==> src/sfr_pkg.sv <==
// special function register bank: offsets, bit positions and reset values
package sfr_pkg;
   // ---------------------------------------------------------------
   // address map
   // ---------------------------------------------------------------
   localparam logic [15:0] SFR_LAST_ADDR = 16'h000F;
   localparam logic [15:0] IRQ_ENABLE_ONE_ADDR = 16'h0000;
   localparam logic [15:0] IRQ_ENABLE_TWO_ADDR = 16'h0001;
   localparam logic [15:0] IRQ_FLAG_ONE_ADDR = 16'h0002;
   localparam logic [15:0] IRQ_FLAG_TWO_ADDR = 16'h0003;
   // ---------------------------------------------------------------
   // enable register fields
   // ---------------------------------------------------------------
   localparam int INTERVAL_TIMER_IRQ_EN_BIT = 0;
   localparam int OSC_FAULT_IRQ_EN_BIT = 1;
   localparam int PIN_NONMASK_IRQ_EN_BIT = 4;
   localparam int FLASH_VIOLATION_IRQ_EN_BIT = 5;
   localparam logic [7:0] IRQ_ENABLE_CLR = 8'h00;
   // ---------------------------------------------------------------
   // flag register fields
   // ---------------------------------------------------------------
   localparam int FLAG_WIDTH = 5;
   localparam int WATCHDOG_EVENT_FLAG_BIT = 0;
   localparam int OSC_FAULT_FLAG_BIT = 1;
   localparam int POWER_UP_FLAG_BIT = 2;
   localparam int EXT_RESET_FLAG_BIT = 3;
   localparam int PIN_NONMASK_FLAG_BIT = 4;
   // power-on values; osc fault and nonmask flags are also forced by power-up clear
   localparam logic [4:0] FLAG_POR_VALUE = 5'h06;
   localparam logic OSC_FAULT_FLAG_CLR = 1'b1;
   localparam logic PIN_NONMASK_FLAG_CLR = 1'b0;
   localparam logic [7:0] READ_IDLE_VALUE = 8'h00;
endpackage

==> src/sfr_wr_if.sv <==
// write path from the bus decoder to the flag register
`timescale 1ns/1ns
interface sfr_wr_if;
   logic flag_wr;
   logic [7:0] wdata;
   logic power_up_clear;
   modport src (output flag_wr, output wdata, output power_up_clear);
   modport dst (input flag_wr, input wdata, input power_up_clear);
endinterface

==> src/sfr_flag_reg.sv <==
// system flag register: hardware events set, software writes, resets
`timescale 1ns/1ns
module sfr_flag_reg (
   input wire logic clk, // system clock
   input wire logic rst_n, // power-on reset, active low
   sfr_wr_if.dst wr, // write strobe, data and power-up clear
   input wire logic wdt_overflow, // watchdog overflow in watchdog mode
   input wire logic key_violation, // security key violation
   input wire logic osc_fault, // oscillator fault detected
   input wire logic ext_reset, // reset condition on reset pin
   input wire logic nonmask_event, // pin event in nonmaskable mode
   output logic [4:0] flag_q // flag register contents
);
   // ---------------------------------------------------------------
   // next value
   // ---------------------------------------------------------------
   logic [4:0] flag_next;
   logic [4:0] set_v;
   logic [4:0] clr_v;

   always_comb begin
      set_v = '0;
      clr_v = '0;
      set_v[sfr_pkg::WATCHDOG_EVENT_FLAG_BIT] = wdt_overflow | key_violation;
      set_v[sfr_pkg::OSC_FAULT_FLAG_BIT] = osc_fault;
      set_v[sfr_pkg::EXT_RESET_FLAG_BIT] = ext_reset;
      set_v[sfr_pkg::PIN_NONMASK_FLAG_BIT] = nonmask_event;
      clr_v[sfr_pkg::WATCHDOG_EVENT_FLAG_BIT] = ext_reset;
      flag_next = flag_q;
      if (wr.flag_wr) begin
         flag_next = wr.wdata[4:0];
      end
      // events win over software write and over the pin clear
      flag_next = (flag_next & ~clr_v) | set_v;
      if (wr.power_up_clear) begin
         flag_next[sfr_pkg::OSC_FAULT_FLAG_BIT] = sfr_pkg::OSC_FAULT_FLAG_CLR;
         flag_next[sfr_pkg::PIN_NONMASK_FLAG_BIT] = sfr_pkg::PIN_NONMASK_FLAG_CLR;
      end
   end

   always_ff @(posedge clk or negedge rst_n) begin
      if (!rst_n) begin
         flag_q <= sfr_pkg::FLAG_POR_VALUE;
      end else begin
         flag_q <= flag_next;
      end
   end

   // ---------------------------------------------------------------
   // checks
   // ---------------------------------------------------------------
   a_wdt_flag_set: assert property (@(posedge clk) disable iff (!rst_n)
      (wdt_overflow || key_violation) |=> flag_q[sfr_pkg::WATCHDOG_EVENT_FLAG_BIT])
      else $error("watchdog flag not set by event");
   a_wdt_flag_clear: assert property (@(posedge clk) disable iff (!rst_n)
      (ext_reset && !wdt_overflow && !key_violation)
      |=> !flag_q[sfr_pkg::WATCHDOG_EVENT_FLAG_BIT] && flag_q[sfr_pkg::EXT_RESET_FLAG_BIT])
      else $error("pin reset did not clear watchdog flag and set reset flag");
   a_osc_flag_set: assert property (@(posedge clk) disable iff (!rst_n)
      (osc_fault || wr.power_up_clear) |=> flag_q[sfr_pkg::OSC_FAULT_FLAG_BIT])
      else $error("osc fault flag not set");
   a_nonmask_flag_clear: assert property (@(posedge clk) disable iff (!rst_n)
      wr.power_up_clear |=> !flag_q[sfr_pkg::PIN_NONMASK_FLAG_BIT])
      else $error("nonmask flag not cleared by power-up clear");
   a_set_beats_write: assert property (@(posedge clk) disable iff (!rst_n)
      (nonmask_event && wr.flag_wr && !wr.wdata[4] && !wr.power_up_clear)
      |=> flag_q[sfr_pkg::PIN_NONMASK_FLAG_BIT])
      else $error("nonmask event lost against software clear");
   a_power_flag_hold: assert property (@(posedge clk) disable iff (!rst_n)
      !wr.flag_wr |=> $stable(flag_q[sfr_pkg::POWER_UP_FLAG_BIT]))
      else $error("power-up flag changed without a write");
endmodule // sfr_flag_reg

==> src/sfr_bank.sv <==
// special function register bank: system interrupt enables and flags
//
// Functional notes
// - only defined enable and flag bits exist
// - all defined bits byte read/writable
// - enable register at 00h, cleared by power-up clear
// - watchdog flag set by overflow or key
// - watchdog flag cleared by POR, pin reset
// - osc flag set on fault and POWER_UP_CLEAR
// - power-up flag forced to 1 by POR
// - pin reset sets flag 3; POR clears
// - pin event sets flag 4; clear resets it
// - decode 00h to 0Fh as SFR space
`timescale 1ns/1ns
module sfr_bank (
   input wire logic MCLK, // system clock, 10 MHz
   input wire logic RESETN, // power-on reset, active low
   input wire logic POWER_UP_CLEAR, // power-up clear, one-cycle pulse
   input wire logic [15:0] ADDR, // cpu byte address
   input wire logic [7:0] DIN, // cpu write data
   input wire logic WR, // cpu byte write strobe
   input wire logic RD, // cpu byte read strobe
   output logic [7:0] DOUT, // read data, one cycle after RD
   input wire logic WDT_INTERVAL_MODE, // 1: watchdog runs as interval timer
   input wire logic WDT_OVERFLOW, // watchdog overflow in watchdog mode
   input wire logic KEY_VIOLATION, // security key violation
   input wire logic OSC_FAULT, // oscillator fault detected
   input wire logic EXT_RESET, // reset condition on reset pin
   input wire logic NONMASK_EVENT, // pin event in nonmaskable mode
   output logic INTERVAL_TIMER_IRQ_EN, // effective interval enable
   output logic OSC_FAULT_IRQ_EN, // oscillator fault enable
   output logic PIN_NONMASK_IRQ_EN, // nonmaskable pin enable
   output logic FLASH_VIOLATION_IRQ_EN, // flash violation enable
   output logic [4:0] FLAGS // system flag register
);
   // ---------------------------------------------------------------
   // address decode
   // ---------------------------------------------------------------
   function automatic logic in_sfr(input logic [15:0] a);
      return a <= sfr_pkg::SFR_LAST_ADDR;
   endfunction

   function automatic logic hits(input logic [15:0] a, input logic [15:0] offs);
      return in_sfr(a) && (a == offs);
   endfunction

   sfr_wr_if wr_bus ();

   logic enable_wr;
   assign enable_wr = WR && hits(ADDR, sfr_pkg::IRQ_ENABLE_ONE_ADDR);
   assign wr_bus.flag_wr = WR && hits(ADDR, sfr_pkg::IRQ_FLAG_ONE_ADDR);
   assign wr_bus.wdata = DIN;
   assign wr_bus.power_up_clear = POWER_UP_CLEAR;

   // ---------------------------------------------------------------
   // enable register
   // ---------------------------------------------------------------
   // four real bits only; the other positions have no storage at all
   logic interval_en_reg;
   logic osc_en_reg;
   logic nonmask_en_reg;
   logic flash_en_reg;

   always_ff @(posedge MCLK or negedge RESETN) begin
      if (!RESETN) begin
         interval_en_reg <= sfr_pkg::IRQ_ENABLE_CLR[sfr_pkg::INTERVAL_TIMER_IRQ_EN_BIT];
         osc_en_reg <= sfr_pkg::IRQ_ENABLE_CLR[sfr_pkg::OSC_FAULT_IRQ_EN_BIT];
         nonmask_en_reg <= sfr_pkg::IRQ_ENABLE_CLR[sfr_pkg::PIN_NONMASK_IRQ_EN_BIT];
         flash_en_reg <= sfr_pkg::IRQ_ENABLE_CLR[sfr_pkg::FLASH_VIOLATION_IRQ_EN_BIT];
      end else if (POWER_UP_CLEAR) begin
         // power-up clear wins over a write in the same cycle
         interval_en_reg <= sfr_pkg::IRQ_ENABLE_CLR[sfr_pkg::INTERVAL_TIMER_IRQ_EN_BIT];
         osc_en_reg <= sfr_pkg::IRQ_ENABLE_CLR[sfr_pkg::OSC_FAULT_IRQ_EN_BIT];
         nonmask_en_reg <= sfr_pkg::IRQ_ENABLE_CLR[sfr_pkg::PIN_NONMASK_IRQ_EN_BIT];
         flash_en_reg <= sfr_pkg::IRQ_ENABLE_CLR[sfr_pkg::FLASH_VIOLATION_IRQ_EN_BIT];
      end else if (enable_wr) begin
         interval_en_reg <= DIN[sfr_pkg::INTERVAL_TIMER_IRQ_EN_BIT];
         osc_en_reg <= DIN[sfr_pkg::OSC_FAULT_IRQ_EN_BIT];
         nonmask_en_reg <= DIN[sfr_pkg::PIN_NONMASK_IRQ_EN_BIT];
         flash_en_reg <= DIN[sfr_pkg::FLASH_VIOLATION_IRQ_EN_BIT];
      end
   end

   // ---------------------------------------------------------------
   // enable outputs
   // ---------------------------------------------------------------
   // registered, so an output lags its register by one cycle
   always_ff @(posedge MCLK or negedge RESETN) begin
      if (!RESETN) begin
         INTERVAL_TIMER_IRQ_EN <= 1'b0;
         OSC_FAULT_IRQ_EN <= 1'b0;
         PIN_NONMASK_IRQ_EN <= 1'b0;
         FLASH_VIOLATION_IRQ_EN <= 1'b0;
      end else begin
         INTERVAL_TIMER_IRQ_EN <= interval_en_reg && WDT_INTERVAL_MODE;
         OSC_FAULT_IRQ_EN <= osc_en_reg;
         PIN_NONMASK_IRQ_EN <= nonmask_en_reg;
         FLASH_VIOLATION_IRQ_EN <= flash_en_reg;
      end
   end

   // ---------------------------------------------------------------
   // flag register
   // ---------------------------------------------------------------
   sfr_flag_reg flags_u (
      .clk(MCLK),
      .rst_n(RESETN),
      .wr(wr_bus),
      .wdt_overflow(WDT_OVERFLOW),
      .key_violation(KEY_VIOLATION),
      .osc_fault(OSC_FAULT),
      .ext_reset(EXT_RESET),
      .nonmask_event(NONMASK_EVENT),
      .flag_q(FLAGS)
   );

   // ---------------------------------------------------------------
   // read path
   // ---------------------------------------------------------------
   logic [7:0] rd_next;

   always_comb begin
      rd_next = sfr_pkg::READ_IDLE_VALUE;
      if (hits(ADDR, sfr_pkg::IRQ_ENABLE_ONE_ADDR)) begin
         rd_next[sfr_pkg::INTERVAL_TIMER_IRQ_EN_BIT] = interval_en_reg;
         rd_next[sfr_pkg::OSC_FAULT_IRQ_EN_BIT] = osc_en_reg;
         rd_next[sfr_pkg::PIN_NONMASK_IRQ_EN_BIT] = nonmask_en_reg;
         rd_next[sfr_pkg::FLASH_VIOLATION_IRQ_EN_BIT] = flash_en_reg;
      end else if (hits(ADDR, sfr_pkg::IRQ_FLAG_ONE_ADDR)) begin
         rd_next[4:0] = FLAGS;
      end
   end

   always_ff @(posedge MCLK or negedge RESETN) begin
      if (!RESETN) begin
         DOUT <= sfr_pkg::READ_IDLE_VALUE;
      end else if (RD) begin
         DOUT <= rd_next;
      end else begin
         DOUT <= sfr_pkg::READ_IDLE_VALUE;
      end
   end

   // ---------------------------------------------------------------
   // checks: enable side and read path
   // ---------------------------------------------------------------
   a_enable_write_read: assert property (@(posedge MCLK) disable iff (!RESETN)
      (WR && !POWER_UP_CLEAR && ADDR == sfr_pkg::IRQ_ENABLE_ONE_ADDR) ##1
      (RD && !WR && !POWER_UP_CLEAR && ADDR == sfr_pkg::IRQ_ENABLE_ONE_ADDR)
      |=> DOUT == ($past(DIN, 2) & 8'h33))
      else $error("enable register readback mismatch");
   a_enable_clear_zero: assert property (@(posedge MCLK) disable iff (!RESETN)
      POWER_UP_CLEAR |=> ##1 !OSC_FAULT_IRQ_EN && !PIN_NONMASK_IRQ_EN
      && !FLASH_VIOLATION_IRQ_EN && !INTERVAL_TIMER_IRQ_EN)
      else $error("enables not cleared by power-up clear");
   a_enable_out_follow: assert property (@(posedge MCLK) disable iff (!RESETN)
      (WR && !POWER_UP_CLEAR && ADDR == sfr_pkg::IRQ_ENABLE_ONE_ADDR) |=> ##1
      (OSC_FAULT_IRQ_EN == $past(DIN[sfr_pkg::OSC_FAULT_IRQ_EN_BIT], 2))
      && (PIN_NONMASK_IRQ_EN == $past(DIN[sfr_pkg::PIN_NONMASK_IRQ_EN_BIT], 2))
      && (FLASH_VIOLATION_IRQ_EN == $past(DIN[sfr_pkg::FLASH_VIOLATION_IRQ_EN_BIT], 2)))
      else $error("enable outputs do not follow the written byte");
   a_interval_follow: assert property (@(posedge MCLK) disable iff (!RESETN)
      (WR && !POWER_UP_CLEAR && ADDR == sfr_pkg::IRQ_ENABLE_ONE_ADDR && WDT_INTERVAL_MODE)
      ##1 WDT_INTERVAL_MODE
      |=> INTERVAL_TIMER_IRQ_EN == $past(DIN[sfr_pkg::INTERVAL_TIMER_IRQ_EN_BIT], 2))
      else $error("interval enable does not follow the write in timer mode");
   a_interval_gated: assert property (@(posedge MCLK) disable iff (!RESETN)
      !WDT_INTERVAL_MODE |=> !INTERVAL_TIMER_IRQ_EN)
      else $error("interval enable active in watchdog mode");
   a_enable_hold: assert property (@(posedge MCLK) disable iff (!RESETN)
      (!POWER_UP_CLEAR && !enable_wr)
      |=> $stable({flash_en_reg, nonmask_en_reg, osc_en_reg, interval_en_reg}))
      else $error("enable register changed without a write");
   a_enable_read_data: assert property (@(posedge MCLK) disable iff (!RESETN)
      (RD && ADDR == sfr_pkg::IRQ_ENABLE_ONE_ADDR) |=> DOUT == {2'h0, $past(flash_en_reg),
      $past(nonmask_en_reg), 2'h0, $past(osc_en_reg), $past(interval_en_reg)})
      else $error("enable read data wrong");
   a_dout_idle_zero: assert property (@(posedge MCLK) disable iff (!RESETN)
      !RD |=> DOUT == sfr_pkg::READ_IDLE_VALUE)
      else $error("read data not idle without a read");
   a_reserved_read_zero: assert property (@(posedge MCLK) disable iff (!RESETN)
      (RD && (ADDR == sfr_pkg::IRQ_ENABLE_TWO_ADDR || ADDR == sfr_pkg::IRQ_FLAG_TWO_ADDR))
      |=> DOUT == 8'h00)
      else $error("reserved address read nonzero");
   a_outside_read_zero: assert property (@(posedge MCLK) disable iff (!RESETN)
      (RD && ADDR > sfr_pkg::SFR_LAST_ADDR) |=> DOUT == 8'h00)
      else $error("address outside bank answered");

   // ---------------------------------------------------------------
   // checks: flag side
   // ---------------------------------------------------------------
   a_flag_high_bits_zero: assert property (@(posedge MCLK) disable iff (!RESETN)
      (RD && ADDR == sfr_pkg::IRQ_FLAG_ONE_ADDR) |=> DOUT[7:5] == 3'h0
      && DOUT[4:0] == $past(FLAGS))
      else $error("flag read wrong");
   a_flag_write_lands: assert property (@(posedge MCLK) disable iff (!RESETN)
      (WR && !POWER_UP_CLEAR && ADDR == sfr_pkg::IRQ_FLAG_ONE_ADDR && !WDT_OVERFLOW
      && !KEY_VIOLATION && !OSC_FAULT && !EXT_RESET && !NONMASK_EVENT)
      |=> FLAGS == $past(DIN[4:0]))
      else $error("flag write did not land");
   a_flag_ignores_other: assert property (@(posedge MCLK) disable iff (!RESETN)
      (!(WR && ADDR == sfr_pkg::IRQ_FLAG_ONE_ADDR) && !POWER_UP_CLEAR && !WDT_OVERFLOW
      && !KEY_VIOLATION && !OSC_FAULT && !EXT_RESET && !NONMASK_EVENT)
      |=> $stable(FLAGS))
      else $error("flags changed without a cause");
   a_key_flag_set: assert property (@(posedge MCLK) disable iff (!RESETN)
      KEY_VIOLATION |=> FLAGS[sfr_pkg::WATCHDOG_EVENT_FLAG_BIT])
      else $error("key violation did not set the watchdog flag");
   a_ext_flag_set: assert property (@(posedge MCLK) disable iff (!RESETN)
      EXT_RESET |=> FLAGS[sfr_pkg::EXT_RESET_FLAG_BIT])
      else $error("pin reset did not set its flag");
   a_nonmask_flag_set: assert property (@(posedge MCLK) disable iff (!RESETN)
      (NONMASK_EVENT && !POWER_UP_CLEAR) |=> FLAGS[sfr_pkg::PIN_NONMASK_FLAG_BIT])
      else $error("nonmask event did not set its flag");
   a_clear_flag_bits: assert property (@(posedge MCLK) disable iff (!RESETN)
      POWER_UP_CLEAR |=> FLAGS[sfr_pkg::OSC_FAULT_FLAG_BIT]
      && !FLAGS[sfr_pkg::PIN_NONMASK_FLAG_BIT])
      else $error("power-up clear left osc or nonmask flag wrong");
   a_clear_keeps_rest: assert property (@(posedge MCLK) disable iff (!RESETN)
      (POWER_UP_CLEAR && !(WR && ADDR == sfr_pkg::IRQ_FLAG_ONE_ADDR) && !WDT_OVERFLOW
      && !KEY_VIOLATION && !EXT_RESET)
      |=> $stable({FLAGS[sfr_pkg::EXT_RESET_FLAG_BIT], FLAGS[sfr_pkg::POWER_UP_FLAG_BIT],
      FLAGS[sfr_pkg::WATCHDOG_EVENT_FLAG_BIT]}))
      else $error("power-up clear touched a power-on flag");
endmodule // sfr_bank

==> config.mk <==
export PLATFORM = sky130hd
export DESIGN_NAME = sfr_bank
export DESIGN_NICKNAME = d
export VERILOG_FILES = /design/src/sfr_pkg.sv /design/src/sfr_wr_if.sv /design/src/sfr_flag_reg.sv /design/src/sfr_bank.sv
export SDC_FILE = /design/constraint.sdc
export NUM_CORES = 1
export LEC_CHECK = 0
export ABC_AREA = 1
export CAP_MARGIN = 30
export CORE_MARGIN = 2
export CORE_UTILIZATION = 59
export DETAILED_ROUTE_END_ITERATION = 10
export DONT_BUFFER_PORTS = 1
export PLACE_DENSITY = 0.75
export RECOVER_POWER = 25
export SYNTH_ARGS = -nofsm -noshare
export SYNTH_HDL_FRONTEND = slang
export SYNTH_SLANG_ARGS = --single-unit
==> constraint.sdc <==
create_clock -name MCLK -period 1.2 [get_ports MCLK]
set_clock_uncertainty 0.2 [all_clocks]
set_input_delay 0.18 -clock MCLK [delete_from_list [all_inputs] [get_ports MCLK]]
set_output_delay 0.18 -clock MCLK [all_outputs]
set_load 0.1 [all_outputs]
==> impl_metrics.csv, run 1 <==
group,metric,value,unit
cts,cts.sinks,19,
synthesis,yosys_warnings,0,
synthesis,synth_cells,100,
synthesis,syn_area_per_cell,8.58,sq um
cts,cts-hold-fix-buffers,17,
synthesis,yosys_most_used_dff,"dfrtp_1",
run_status,error_line,"[ERROR DPL-0038] Utilization greater than 100%, impossible to legalize",
run_status,status,"aborted with a tool error",
floorplanning,initial_utilization,64.4,%
synthesis,yosysSeqAreaShare,55.7,%
placement,gp_congestion,0.803,
cts,cts_setup_buffers,4,
synthesis,synth-seq-cells,19,
run_status,stop_stage,"4_1_cts",
cts,cts_buffers,3,
placement,postPlaceCellArea,1220,sq um
floorplanning,fp.dieH,42.1,um
synthesis,synth_area_leader_cell,"dfrtp_1",
synthesis,synth_area_leaders,"dfrtp_1, nand2_1, nand3_1, dfstp_2, inv_1",
floorplanning,pin_count,52,
synthesis,synth_area,858,sq um
synthesis,netlist.area_leader.share,49.6,%
floorplanning,row_count,13,
cts,htree_levels,1,
cts,cts-root-buf,"clkbuf_4",
synthesis,synth_cell_types,18,
cts,cts_buffer_depth,2,
synthesis,synth_edf_count,0,
placement,io_buffers,0,
floorplanning,die_x,42.1,um
cts,post_cts_resized,2,
synthesis,synth-async-reset-ratio,100,%
placement,hpwlAfterDp,1.66,mm
[kinds of logic after synthesis]
kind of cell,share of synthesized area (%)
compound gates,3.50
flops,55.7
simple gates,31.9
buf+inv,8.45
other cells,0.437
[through the flow]
step	setup WS (ps)	instances
after floorplan	-25.0	101
after global placement	-41.2	133
after detailed placement	-164	133
[cell usage after synthesis (2+ instances only)]
library cell and number:
nand3_2 2, dfrtp_1 17, o21ai_0 4, nor2_1 10, nor2_2 3, a21oi_1 2
buf_4 2, nand2_1 24, nand4_1 3, inv_1 13, nand3_1 12, dfstp_2 2
==> inputs of run 2 (changes only) <==
- CORE_AREA: not set -> 2 2 63 65
- CORE_MARGIN: 2 -> not set
- CORE_UTILIZATION: 59 -> not set
- DIE_AREA: not set -> 0 0 65 67
- PLACE_DENSITY: 0.75 -> not set
- PLACE_DENSITY_LB_ADDON: not set -> 0.15
==> run 2 against run 1 <==
The flow now finishes, with violations (negative hold slack, negative setup slack); synthesized area stayed put; synthesized cell count did not move.
==> impl_metrics.csv, run 2 <==
group,metric,value,unit
cells_and_area,multi_input_area,325,sq um
placement,dp.cells,165,
cts,cts_buffer_depth,2,
timing,hold_violations,21,
synthesis,yosys_warnings,0,
synthesis,ys_top_cells_by_count,"nand2_1, dfrtp_1, inv_1",
timing,rsz0062_at_grt,"true",
synthesis,yosysSeqAreaShare,55.7,%
timing,tightest_slew,999,ps
setup_path,crit_arrival,1050,ps
detailed_routing,first_iter_violations,8,
synthesis,syn_area_per_cell,8.58,sq um
cells_and_area,fin_area,1500,sq um
setup_path,ff2ff_path_depth,3,
placement,hpwlAfterDp,1.67,mm
setup_path,crit_chain,"buf_12",
setup_path,worst_path_max_delay_cell,"dfstp_4",
timing,fmax,698,MHz
cells_and_area,largest-register,"DOUT",
run_status,status,"finished with violations",
synthesis,synth_cell_types,18,
timing,setup_violations,15,
synthesis,synth-async-reset-ratio,100,%
synthesis,synth_area,858,sq um
power,p_per_area,839,nW/um^2
floorplanning,design.core.area,3610,sq um
power,p_comb_share,13.5,%
synthesis,synth.most_common_cell,"nand2_1",
synthesis,synth_cells,100,
cts,cts-hold-fix-buffers,16,
detailed_routing,ant_nets,0,
timing,slew_viol_final,0,
placement,io_buffers,0,
global_route,overflow,0,
power,intPower,0.942,mW
floorplanning,fp.dieH,67,um
synthesis,yosys_most_used_dff,"dfrtp_1",
cts,cts_buffers,3,
cts,clkTransAtPathRegs,70,ps
synthesis,synth_edf_count,0,
cells_and_area,diodes,0,
setup_path,cpPeakStageDelay,630,ps
cells_and_area,fin_nets,176,
detailed_routing,dr.pass1.iters,4,
global_route,first_global_vias,769,
timing,relSlewSlack,33.4,%
floorplanning,pin_count,52,
power,switchingPower,0.314,mW
power,seqPwrFrac,51.7,%
timing,worst_slack,-232,ps
cells_and_area,syn_to_final_growth,74.3,%
floorplanning,die_x,65,um
placement,gp_congestion,0.748,
detailed_routing,wl,2.08,mm
synthesis,synth_area_leaders,"dfrtp_1, nand2_1, nand3_1, dfstp_2, inv_1",
cts,clock_latency,250,ps
flow_run,drv_cap,0,
detailed_routing,wl_per_cell,11.1,um
cells_and_area,fill_cells,369,
floorplanning,initial_utilization,23.8,%
global_route,grt_max_degree,20,
placement,postPlaceCellArea,1260,sq um
setup_path,worstSetupStartpointType,"flip-flop",
cts,cts-root-buf,"clkbuf_8",
setup_path,crit_family,"flip-flops",
run_status,violations,"negative hold slack, negative setup slack",
cells_and_area,regArea,502,sq um
global_route,track_usage,10.7,%
detailed_routing,drc,0,
cells_and_area,reg_top3,"DOUT (6), flags_u.flag_q (5)",
detailed_routing,dr_total_vias,778,
setup_path,critPathRequiredTime,820,ps
floorplanning,die_area,4360,sq um
setup_path,crit_buf_inv,1,
placement,post-place-ws,-151,ps
timing,period_share,119,%
power,fin_total_pwr,1.26,mW
power,netSwitchingFraction,25.0,%
timing,hold_ws,-130,ps
power,p_leak,0.690,nW
cts,htree_levels,1,
cells_and_area,largest_register_ffs,6,
synthesis,synth_area_leader_cell,"dfrtp_1",
worst_hold_path,hold_path_class,"primary input to async pin",
cells_and_area,drive_above_1_share,37.9,%
setup_path,crit_fanout,2,
floorplanning,row_count,22,
power,ir_worst_vdd,0.262,mV
cts,cts_tree,"yes",
synthesis,netlist.area_leader.share,49.6,%
cells_and_area,instances_no_fill,188,
cells_and_area,layout_common_cells,"nand2_1, dlygate4sd3_1, buf_12, dfrtp_2",
synthesis,synth-seq-cells,19,
global_route,grt_first_pass_wirelength,3.50,mm
setup_path,criticalPathCategory,"flip-flop to output port",
detailed_routing,avgViaCountPerCell,4.14,
setup_path,cp_num_cells,1,
setup_path,endpoint_kind,"output port",
power,clkPwrFrac,34.8,%
cts,cts.sinks,19,
timing,finalCriticalPeriod,1430,ps
cells_and_area,final_common_cell,"nand2_1",
global_route,antenna_found_initial,0,
## run 2: cell counts after synthesis
No cell type changed its count.
## run 2: layer usage
| metal | track usage [%] | share of wire (%) | vias to the layer above |
|---|---|---|---|
| met5 | 0 | 0 | - |
| li1 | - | - | 390 |
| met2 | 18.0 | 48 | 39 |
| met4 | 4.79 | 1.3 | 0 |
| met1 | 13.1 | 42 | 347 |
| met3 | 2.20 | 8.3 | 2 |
## run 2: worst reg2reg max path: stages, from the launching register on
cell and delay, ps:
dfstp_4 630, buf_4 120, inv_2 20, o21ai_1 100
## run 2: final cells by class
class                      count  share of cell area, %
sequential                    19                   33.5
timing repair buffer          37                   33.4
multi-input combinational     65                   21.7
inverter                      15                   4.10
tap                           48                   4.01
clock buffer                   3                   2.76
clock inverter                 1                  0.502
## run 2: timing repair
action,in CTS,in global routing
gates resized for setup,0,4
setup endpoints to repair,15,41
buffers inserted,3,0
endpoints found under the hold margin,32,20
## run 2: cells by family after synthesis
group,share of synthesized area (%)
simple gates,31.9
flops,55.7
buf+inv,8.45
compound gates,3.50
other cells,0.437
## run 2: final timing paths
| check | startpoint | to | slack, ps |
|---|---|---|---|
| min in group MCLK | ADDR[1] | DOUT[5] | -30 |
| worst max-delay path | flags_u.flag_q[1] | FLAGS[1] | -230 |
| max in group asynchronous | RESETN | DOUT[3] | 250 |
| worst min-delay path | RESETN | interval_en_reg | -130 |
| worst max register to register | flags_u.flag_q[1] | DOUT[1] | 50 |
| worst min register to register | flash_en_reg | FLASH_VIOLATION_IRQ_EN | 200 |
## run 2: through the flow
step                TNS, ps  util, %
finish                 -657     41.5
global route          -1090     41.5
CTS                   -2660     41.3
detailed placement    -1270     34.9
global placement       -789     34.9
floorplan             -38.2        -
## run 2: power groups by stage
stage               logic [mW]  registers [mW]  clock network (mW)
global placement         0.105           0.662                   0
finish                   0.170           0.649               0.437
global route             0.184           0.649               0.491
CTS                      0.173           0.648               0.456
detailed placement       0.106           0.662                   0
floorplan               0.0599           0.688                   0
Note: power is estimated with default switching activity, not from simulation.
